`config.mk`:
```
export PLATFORM = sky130hd
export DESIGN_NAME = pwcl_link
export DESIGN_NICKNAME = d
export VERILOG_FILES = /design/src/pwcl_pkg.sv /design/src/pwcl_sym_decoder.sv /design/src/pwcl_readback.sv /design/src/pwcl_link.sv
export SDC_FILE = /design/constraint.sdc
export NUM_CORES = 1
export LEC_CHECK = 0
export ABC_AREA = 1
export BUFFER_PORTS_ARGS = -buffer_cell sky130_fd_sc_hd__buf_2
export CELL_PAD_IN_SITES_DETAIL_PLACEMENT = 1
export CELL_PAD_IN_SITES_GLOBAL_PLACEMENT = 2
export CORE_ASPECT_RATIO = 0.5
export CORE_MARGIN = 5
export CORE_UTILIZATION = 35
export DETAILED_ROUTE_END_ITERATION = 10
export GPL_TIMING_DRIVEN = 0
export HOLD_SLACK_MARGIN = 0.12
export PLACE_DENSITY = 0.75
export SYNTH_ARGS = -nofsm -noshare
export SYNTH_HDL_FRONTEND = slang
export SYNTH_HIERARCHICAL = 1
export SYNTH_SLANG_ARGS = --single-unit
```
`constraint.sdc`:
```
create_clock -name clock -period 3.9 [get_ports clock]
set_input_delay 0.975 -clock clock [delete_from_list [all_inputs] [get_ports clock]]
set_output_delay 0.975 -clock clock [all_outputs]
set_load 0.1 [all_outputs]
```
`src/pwcl_pkg.sv`:
```
// How it works
// - Only one output driver type enabled
// - Emitter type, enable low: both legs float
// - Differential type, enable low: outputs float
// - Enable pin ignored outside normal state
// - Pattern 001100 enters programming mode
// - Short high is zero, long high one
// - Delayed pin copy strobes undelayed pin
// - Pulse of 16 ms aborts entry sequence
// - Write words, idle, then jump to store
// - Word writes touch only the RAM copy
// - Address code then inverted payload bits
// - Exit jump returns to normal operation
// - Readback: first pin clock loads shifter
// - Later clocks shift 59 bits out
// - 61st edge restores normal clock output
// - Readback sends bit zero first
// - Pattern 111011 enters readback mode
// - Word latched right after its last symbol
// - Jump codes enter store, with or without lock
// - Code 111 0000 0000 or undefined exits
package pwcl_pkg;
    // ----------------------------------------
    // Timing
    // ----------------------------------------
    localparam int CLK_PERIOD_NS = 4;
    localparam int SYM_RATE_KHZ = 70;
    // Strobe at half a nominal period, between 0.2 t and 0.8 t at any legal rate
    localparam int STROBE_NS = 1000000 / (2 * SYM_RATE_KHZ);
    localparam int STROBE_CYC = STROBE_NS / CLK_PERIOD_NS;
    localparam int TIMEOUT_MS = 16;
    localparam int TIMEOUT_CYC = TIMEOUT_MS * 1000000 / CLK_PERIOD_NS;
    localparam int DLY_W = 11;
    localparam int TO_W = 23;
    // ----------------------------------------
    // Command layout
    // ----------------------------------------
    localparam int ENTRY_SYMS = 6;
    localparam int CMD_SYMS = 11;
    localparam logic [5:0] PAT_PROG = 6'h0C;
    localparam logic [5:0] PAT_READBACK = 6'h3B;
    localparam logic [2:0] ADDR_JUMP = 3'h7;
    localparam logic [7:0] JUMP_STORE = 8'hF0;
    localparam logic [7:0] JUMP_STORE_LOCK = 8'h55;
    localparam logic [7:0] JUMP_EXIT = 8'h00;
    localparam int NUM_WORDS = 6;
    localparam int DRV_SEL_BIT = 6;
    localparam int RB_BITS = 59;
    localparam logic [5:0] RB_LAST_EDGE = 6'h3C;
    localparam logic [2:0] REV_ID = 3'h0; // Arbitrary value
    localparam logic [5:0][7:0] WORDS_RESET = 48'h0;
    // ----------------------------------------
    // Link states, gray along the usual path
    // ----------------------------------------
    typedef enum logic [2:0] {
        M_NORMAL = 3'h0,
        M_PROG = 3'h1,
        M_STORE = 3'h3,
        M_STORE_LOCK = 3'h2,
        M_READBACK = 3'h6
    } pwcl_mode_type;
endpackage

```
`src/pwcl_sym_decoder.sv`:
```
`timescale 1ns/10ps
`default_nettype none
module pwcl_sym_decoder #(
    parameter int TIMEOUT_CYC = pwcl_pkg::TIMEOUT_CYC
) (
    // Clock and reset
    input wire logic clock,
    input wire logic rst_n,
    // Programming pin, asynchronous
    input wire logic progPin,
    // Decoded symbols
    output logic symValid,
    output logic symBit,
    output logic pinRise,
    output logic timeOut
);
    import pwcl_pkg::*;

    typedef struct packed {
        logic sync1;
        logic sync2;
        logic prev;
        logic progPinDelayed;
        logic [DLY_W-1:0] dlyCnt;
        logic [TO_W-1:0] toCnt;
        logic toFired;
        logic symValid;
        logic symBit;
        logic pinRise;
        logic timeOut;
    } pwcl_dec_type;

    pwcl_dec_type dec_reg, dec_next;

    // ----------------------------------------
    // Pulse width measurement
    // ----------------------------------------
    // Delayed copy rises a fixed time after the pin, its edge samples the pin
    always_comb begin
        dec_next = dec_reg;
        dec_next.sync1 = progPin;
        dec_next.sync2 = dec_reg.sync1;
        dec_next.prev = dec_reg.sync2;
        dec_next.symValid = 1'b0;
        dec_next.pinRise = 1'b0;
        dec_next.timeOut = 1'b0;
        if (dec_reg.sync2 && !dec_reg.prev) begin
            dec_next.pinRise = 1'b1;
            dec_next.dlyCnt = DLY_W'(STROBE_CYC);
        end else if (dec_reg.dlyCnt != '0) begin
            dec_next.dlyCnt = dec_reg.dlyCnt - 1'b1;
            if (dec_reg.dlyCnt == DLY_W'(1)) begin
                dec_next.progPinDelayed = 1'b1;
                dec_next.symValid = 1'b1;
                dec_next.symBit = dec_reg.sync2;
            end
        end else if (!dec_reg.sync2) begin
            dec_next.progPinDelayed = 1'b0;
        end
        // Any level held too long fires once until the next edge
        if (dec_reg.sync2 != dec_reg.prev) begin
            dec_next.toCnt = '0;
            dec_next.toFired = 1'b0;
        end else if (!dec_reg.toFired) begin
            dec_next.toCnt = dec_reg.toCnt + 1'b1;
            if (dec_reg.toCnt == TO_W'(TIMEOUT_CYC - 1)) begin
                dec_next.timeOut = 1'b1;
                dec_next.toFired = 1'b1;
            end
        end
        if (!rst_n) begin
            dec_next = '0;
        end
    end

    // State register
    always_ff @(posedge clock) begin
        dec_reg <= dec_next;
    end

    assign symValid = dec_reg.symValid;
    assign symBit = dec_reg.symBit;
    assign pinRise = dec_reg.pinRise;
    assign timeOut = dec_reg.timeOut;
endmodule
`default_nettype wire

```
`src/pwcl_readback.sv`:
```
`timescale 1ns/10ps
`default_nettype none
module pwcl_readback (
    // Clock and reset
    input wire logic clock,
    input wire logic rst_n,
    // Control from the link
    input wire logic start,
    input wire logic pinRise,
    input wire logic [pwcl_pkg::RB_BITS-1:0] loadData,
    // Stream
    output logic active,
    output logic bitOut,
    output logic done
);
    import pwcl_pkg::*;

    typedef struct packed {
        logic active;
        logic [5:0] edgeCnt;
        logic [RB_BITS-1:0] shifter;
        logic bitOut;
        logic done;
    } pwcl_rb_type;

    pwcl_rb_type rb_reg, rb_next;

    // ----------------------------------------
    // Edge counting and shifting
    // ----------------------------------------
    always_comb begin
        rb_next = rb_reg;
        rb_next.done = 1'b0;
        if (start) begin
            rb_next.active = 1'b1;
            rb_next.edgeCnt = '0;
        end else if (rb_reg.active && pinRise) begin
            rb_next.edgeCnt = rb_reg.edgeCnt + 1'b1;
            if (rb_reg.edgeCnt == '0) begin
                rb_next.shifter = loadData;
            end else if (rb_reg.edgeCnt < RB_LAST_EDGE) begin
                rb_next.bitOut = rb_reg.shifter[0];
                rb_next.shifter = rb_reg.shifter >> 1;
            end else begin
                rb_next.active = 1'b0;
                rb_next.done = 1'b1;
            end
        end
        if (!rst_n) begin
            rb_next = '0;
        end
    end

    // State register
    always_ff @(posedge clock) begin
        rb_reg <= rb_next;
    end

    assign active = rb_reg.active;
    assign bitOut = rb_reg.bitOut;
    assign done = rb_reg.done;
endmodule
`default_nettype wire

```
`src/pwcl_link.sv`:
```
`timescale 1ns/10ps
`default_nettype none
module pwcl_link #(
    parameter int TIMEOUT_CYC = pwcl_pkg::TIMEOUT_CYC
) (
    // Clock and reset
    input wire logic clock,
    input wire logic rst_n,
    // Device pins
    input wire logic progPin,
    input wire logic cePin,
    // Synthesised clock level from the PLL
    input wire logic pllClk,
    // Clock output pin and driver controls
    output logic clkOutPin,
    output logic lvdsOe_n,
    output logic eclOe_n,
    output logic powerDown,
    // Configuration view
    output logic [47:0] cfgRam,
    output pwcl_pkg::pwcl_mode_type linkMode
);
    import pwcl_pkg::*;

    // ----------------------------------------
    // State
    // ----------------------------------------
    typedef struct packed {
        pwcl_mode_type mode;
        logic [CMD_SYMS-2:0] hist;
        logic [3:0] symCnt;
        logic [NUM_WORDS-1:0][7:0] ram;
        logic [NUM_WORDS-1:0][7:0] nvm;
        logic nvWritten;
        logic nvLock;
        logic rbStart;
        logic ceSync1;
        logic ceSync2;
        logic pllSync1;
        logic pllSync2;
        logic clkOutPin;
        logic lvdsOe_n;
        logic eclOe_n;
        logic powerDown;
    } pwcl_top_type;

    pwcl_top_type top_reg, top_next;

    logic symValid;
    logic symBit;
    logic pinRise;
    logic timeOut;
    logic rbActive;
    logic rbBit;
    logic rbDone;
    logic [RB_BITS-1:0] rbData;

    // ----------------------------------------
    // Helpers
    // ----------------------------------------
    // Readback image, index is the order of leaving the pin
    function automatic logic [RB_BITS-1:0] rb_image(
        input logic [NUM_WORDS-1:0][7:0] words,
        input logic written,
        input logic locked
    );
        logic [RB_BITS-1:0] img;
        img = '0;
        for (int k = 0; k < 3; k++) begin
            img[k] = REV_ID[2-k];
        end
        for (int k = 0; k < 6; k++) begin
            img[3+k] = words[4][k];
        end
        img[9] = written;
        img[10] = locked;
        for (int w = 0; w < NUM_WORDS; w++) begin
            for (int k = 0; k < 8; k++) begin
                img[11+8*(5-w)+k] = words[w][7-k];
            end
        end
        return img;
    endfunction

    // Payload symbols arrive inverted, first symbol is the low bit
    function automatic logic [7:0] payload(input logic [7:0] syms);
        logic [7:0] d;
        d = '0;
        for (int k = 0; k < 8; k++) begin
            d[k] = ~syms[7-k];
        end
        return d;
    endfunction

    // ----------------------------------------
    // Sub-blocks
    // ----------------------------------------
    pwcl_sym_decoder #(
        .TIMEOUT_CYC(TIMEOUT_CYC)
    ) u_dec (
        .clock(clock),
        .rst_n(rst_n),
        .progPin(progPin),
        .symValid(symValid),
        .symBit(symBit),
        .pinRise(pinRise),
        .timeOut(timeOut)
    );

    assign rbData = rb_image(top_reg.nvm, top_reg.nvWritten, top_reg.nvLock);

    pwcl_readback u_rb (
        .clock(clock),
        .rst_n(rst_n),
        .start(top_reg.rbStart),
        .pinRise(pinRise),
        .loadData(rbData),
        .active(rbActive),
        .bitOut(rbBit),
        .done(rbDone)
    );

    // ----------------------------------------
    // Link state machine and outputs
    // ----------------------------------------
    always_comb begin
        logic [CMD_SYMS-1:0] cmd;
        logic [2:0] addr;
        logic effEnable;
        logic eclSel;
        cmd = {top_reg.hist, symBit};
        addr = {cmd[8], cmd[9], cmd[10]};
        effEnable = 1'b0;
        eclSel = 1'b0;
        top_next = top_reg;
        top_next.rbStart = 1'b0;
        top_next.ceSync1 = cePin;
        top_next.ceSync2 = top_reg.ceSync1;
        top_next.pllSync1 = pllClk;
        top_next.pllSync2 = top_reg.pllSync1;
        if (symValid) begin
            top_next.hist = cmd[CMD_SYMS-2:0];
        end
        unique case (top_reg.mode)
            M_NORMAL: begin
                // Entry patterns are checked on a sliding six-symbol window
                if (timeOut) begin
                    top_next.symCnt = '0;
                end else if (symValid) begin
                    if (top_reg.symCnt == 4'(ENTRY_SYMS - 1)) begin
                        if (cmd[5:0] == PAT_PROG) begin
                            top_next.mode = M_PROG;
                            top_next.symCnt = '0;
                        end else if (cmd[5:0] == PAT_READBACK) begin
                            top_next.mode = M_READBACK;
                            top_next.rbStart = 1'b1;
                            top_next.symCnt = '0;
                        end
                    end else begin
                        top_next.symCnt = top_reg.symCnt + 1'b1;
                    end
                end
            end
            M_PROG, M_STORE, M_STORE_LOCK: begin
                // Delays between symbols are legal here, so no time-out
                if (symValid) begin
                    if (top_reg.symCnt == 4'(CMD_SYMS - 1)) begin
                        top_next.symCnt = '0;
                        if (addr == ADDR_JUMP) begin
                            if (top_reg.mode == M_PROG && cmd[7:0] == JUMP_STORE) begin
                                top_next.mode = M_STORE;
                            end else if (top_reg.mode == M_PROG
                                && cmd[7:0] == JUMP_STORE_LOCK) begin
                                top_next.mode = M_STORE_LOCK;
                            end else begin
                                top_next.mode = M_NORMAL;
                            end
                        end else if (top_reg.mode == M_PROG && addr < 3'(NUM_WORDS)) begin
                            top_next.ram[addr] = payload(cmd[7:0]);
                        end
                    end else begin
                        top_next.symCnt = top_reg.symCnt + 1'b1;
                    end
                end
                // A locked store is never rewritten
                if (top_reg.mode != M_PROG && !top_reg.nvLock) begin
                    top_next.nvm = top_reg.ram;
                    top_next.nvWritten = 1'b1;
                    top_next.nvLock = (top_reg.mode == M_STORE_LOCK);
                end
            end
            M_READBACK: begin
                // Pin is a plain clock here; symbols are ignored
                if (rbDone) begin
                    top_next.mode = M_NORMAL;
                    top_next.symCnt = '0;
                end
            end
            default: begin
                top_next.mode = M_NORMAL;
                top_next.symCnt = '0;
            end
        endcase
        // Enable pin has no say while the link is busy
        effEnable = top_reg.ceSync2 || (top_reg.mode != M_NORMAL);
        eclSel = top_reg.ram[0][DRV_SEL_BIT];
        top_next.powerDown = !effEnable;
        top_next.lvdsOe_n = !(effEnable && !eclSel);
        top_next.eclOe_n = !(effEnable && eclSel);
        top_next.clkOutPin = rbActive ? rbBit : top_reg.pllSync2;
        if (!rst_n) begin
            top_next = '0;
            top_next.mode = M_NORMAL;
            top_next.ram = WORDS_RESET;
            top_next.nvm = WORDS_RESET;
            top_next.lvdsOe_n = 1'b1;
            top_next.eclOe_n = 1'b1;
            top_next.powerDown = 1'b1;
        end
    end

    // State register
    always_ff @(posedge clock) begin
        top_reg <= top_next;
    end

    // Outputs straight from the state register
    assign clkOutPin = top_reg.clkOutPin;
    assign lvdsOe_n = top_reg.lvdsOe_n;
    assign eclOe_n = top_reg.eclOe_n;
    assign powerDown = top_reg.powerDown;
    assign cfgRam = top_reg.ram;
    assign linkMode = top_reg.mode;
endmodule
`default_nettype wire

```
==> results_tabular.tex <==
\begin{tabular}{lr}
\hline
Metric & Value \\
\hline
\multicolumn{2}{l}{\textbf{Logic synthesis}} \\
Primary flip-flop cell chosen by synthesis mapping & sky130\_fd\_sc\_hd\_\_dfxtp\_1 \\
Area fraction in and, or, nand and nor cells after synthesis & 0.204 \\
Yosys warns & 6 \\
Top-count cell post-synth & sky130\_fd\_sc\_hd\_\_dfxtp\_1 \\
Synth top area share & 0.443 \\
Number of distinct library cells after synthesis & 39 \\
Complex-gate fraction of the synthesized area & 0.186 \\
Cell types with the largest area share after synthesis & sky130\_fd\_sc\_hd\_\_dfxtp\_1 (44\%), sky130\_fd\_sc\_hd\_\_a21oi\_1 (11\%), sky130\_fd\_sc\_hd\_\_inv\_1 (7.2\%), sky130\_fd\_sc\_hd\_\_o21ai\_0 (6.7\%), sky130\_fd\_sc\_hd\_\_nand2\_1 (6.3\%) \\
Top cell type by total area after synthesis & sky130\_fd\_sc\_hd\_\_dfxtp\_1 \\
Adder-cell share of the synthesized area & 0.0106 \\
Most frequent cells after synthesis & sky130\_fd\_sc\_hd\_\_dfxtp\_1 (234), sky130\_fd\_sc\_hd\_\_a21oi\_1 (224), sky130\_fd\_sc\_hd\_\_inv\_1 (202) \\
FF+latch count, synth & 234 \\
Combinational family with the most area after synthesis & simple AND/OR/NAND/NOR gates \\
Number of enable flip-flop cells after synthesis & 0 \\
Sequential-to-total area share from yosys stat & 0.443 \\
Xor and xnor fraction of the mapped netlist area & 0.00496 \\
Mean area per synthesized cell & approximately 7.5 µm² \\
Gate count of the mapped netlist & approximately 1400 \\
Cell area after technology mapping & between 10000 and 15000 µm² \\
Async set-reset flop share out of synthesis & 0 \\
Portion of netlist area occupied by mux cells & 0 \\
\multicolumn{2}{l}{\textbf{Cells and area}} \\
Utilization after layout & 0.405 \\
Area added between synthesis and finish & 14.9\% \\
ANT cells & 0 \\
Non-Filler Instances & slightly below 2000 \\
Layout cell share with drive strength beyond 1 & 0.162 \\
Net count reported at finish & 1518 \\
\multicolumn{2}{l}{\textbf{Timing}} \\
Maximum clock frequency & $\sim$0.37 GHz \\
Minimum period implied by the final worst setup slack & between 2 and 3 ns \\
RSZ-0062 raised after global routing & false \\
Max Slew Vio Count & 0 \\
Tightest Pin Transition & 0.529 ns \\
Sum of negative setup slack & 0 ns \\
Post-route setup slack & approximately 1.2 ns \\
Worst slew slack as a fraction of its limit & 0.647 \\
Final count of negative-setup-slack endpoints & 0 \\
Final worst-path cycle share & 0.688 \\
Worst Clk Skew & around 0.022 ns \\
Hold Violations, Final & 0 \\
\multicolumn{2}{l}{\textbf{Outcome}} \\
Outcome & finished, final reports clean \\
\multicolumn{2}{l}{\textbf{Placed design}} \\
Inst Count DP & between 1500 and 2000 \\
HPWL after detailed placement & 23.5 mm \\
Setup slack at placement & about 1.7 ns \\
Last weighted congestion value of the routability-driven placer & about 0.82 \\
Number of buffer cells added on primary ports & 58 \\
\multicolumn{2}{l}{\textbf{Routing}} \\
Overall via count from detail\_route & 9171 \\
TritonRoute pass-1 iters & 4 \\
Post-detailed-route count of antenna-violating nets & 0 \\
Mean number of vias per cell & between 4 and 5 \\
Detailed-route wire length & 31.2 mm \\
Average wire per cell in the routed design & about 16 µm \\
Iter 0 DRT Violations & around 370 \\
Residual DRC & 0 \\
\multicolumn{2}{l}{\textbf{Global routing}} \\
GRT Residual Overflow & 0 \\
Global-route usage over all layers & 0.180 \\
Initial antenna violation count & 0 \\
Wire length of the first global-routing pass & between 50 and 60 mm \\
Vias in the first global route & just over 9000 \\
Largest net degree at the start of global routing & 15 \\
\multicolumn{2}{l}{\textbf{Floorplanning}} \\
I/O Pins & 60 \\
Horizontal die dimension & between 200 and 300 µm \\
Die footprint & roughly 34000 µm² \\
Initial core utilization & 0.352 \\
Number of core rows & 45 \\
Die Span Y & around 130 µm \\
Floorplan Core Area & 30100 µm² \\
\multicolumn{2}{l}{\textbf{Power}} \\
Maximum VDD drop & roughly 0.31 mV \\
Total power density per cell area & approximately 450 nW/µm² \\
Leakage & about 5.1 nW \\
\multicolumn{2}{l}{\textbf{Clock tree}} \\
Clk sinks & 234 \\
Buffers from clock root to sink, at most & 3 \\
Clock input transition at the sequential cells of the worst setup and hold paths & around 0.06 ns \\
CTS HTree Levels & 1 \\
Number of buffers created by CTS & 24 \\
Number of cells upsized or downsized after cts & 0 \\
Clock network latency to the later pin of the worst-skew pair & between 0.5 and 0.6 ns \\
CTS tree & built \\
CTS root buf & sky130\_fd\_sc\_hd\_\_clkbuf\_16 \\
Buffers inserted by post-CTS timing repair & 0 \\
CTS hold repair buffers & 0 \\
\multicolumn{2}{l}{\textbf{Worst setup path}} \\
Largest driver fanout on the critical path & 6 \\
Critical Path End Type & primary output \\
Launching element type of the critical path & register \\
CP arrival & approximately 1.7 ns \\
Class of the most critical setup path & register to primary output \\
Required time of the critical path & $\sim$3 ns \\
\multicolumn{2}{l}{\textbf{Flow run}} \\
Number of max-cap violations & 0 \\
\multicolumn{2}{l}{\textbf{Min path}} \\
Path category of the worst min-delay check & register to register \\
\hline
\end{tabular}
==> critical path, stage by stage, from the launching register on <==
cell and delay [ns]:
sky130_fd_sc_hd__dfxtp_1 0.58, sky130_fd_sc_hd__buf_4 0.19, sky130_fd_sc_hd__buf_2 0.41
==> cell usage in the layout, fill, tap and decap left out, drive strengths merged, types with 2 or more instances in the layout <==
cell type,netlist,layout
nor2,137,137
clkinv,2,13
conb,1,3
o21bai,2,2
o21ai,155,155
nor4,2,2
a21oi,226,226
nand2,190,190
dfxtp,234,234
nor3,14,14
nand4,13,13
ha,9,9
a31oi,2,2
inv,210,210
nand3,95,95
nand3b,2,2
xnor2,2,2
buf,91,149
clkbuf,24,55
xor2,4,4
==> stage by stage <==
| stage | hold slack, ns | cell area [µm²] | power, W |
|---|---|---|---|
| floorplan | 0.390 | 10600 | 0.00301 |
| global placement | 0.396 | 11400 | 0.00315 |
| detailed placement | 0.404 | 11400 | 0.00318 |
| CTS | 0.414 | 12200 | 0.00552 |
| global route | 0.437 | 12200 | 0.00573 |
| finish | 0.409 | 12200 | 0.00543 |
==> path summary, 6_finish.rpt <==
kind,from,to,slack (ns),cells after the start
worst max-delay path,linkMode[1],linkMode[1],1.22,2
worst min-delay path,u_dec/dec_reg[42],u_dec/dec_reg[41],0.41,2
worst max register to register,linkMode[1],rbData[16],2.17,4
worst min register to register,u_dec/dec_reg[42],u_dec/dec_reg[41],0.41,2
==> metal layers <==
layer	vias to the layer above	wire length, µm	global-route usage	part of all wire
li1	4695	-	-	-
met1	4361	16000	0.260	0.51
met2	71	13800	0.287	0.44
met3	44	742	0.0290	0.024
met4	0	692	0.0383	0.022
met5	-	0	0	0
==> where the power goes <==
| group | switching, W | internal (W) | total, W |
|---|---|---|---|
| logic | 0.000383 | 0.000184 | 0.000567 |
| registers | 0.0000797 | 0.00247 | 0.00255 |
| clock network | 0.00102 | 0.00130 | 0.00231 |
| total | 0.00148 | 0.00395 | 0.00543 |
==> area by class of cell <==
| class | count | area [µm²] |
|---|---|---|
| Tap cell | 399 | 499 |
| Multi-Input combinational cell | 859 | 4300 |
| Clock buffer | 31 | 677 |
| Inverter | 212 | 800 |
| Clock inverter | 13 | 104 |
| Fill cell | 3802 | 17900 |
| Buffer | 115 | 810 |
| Sequential cell | 234 | 4680 |
| Timing Repair Buffer | 58 | 290 |
==> cells by family after synthesis <==
group,count (synthesis)
other cells,1
simple gates,454
compound gates,387
buf+inv,327
fa+ha+maj,9
flops,234
xor+xnor,6
Note: power is estimated with default switching activity, not from simulation.
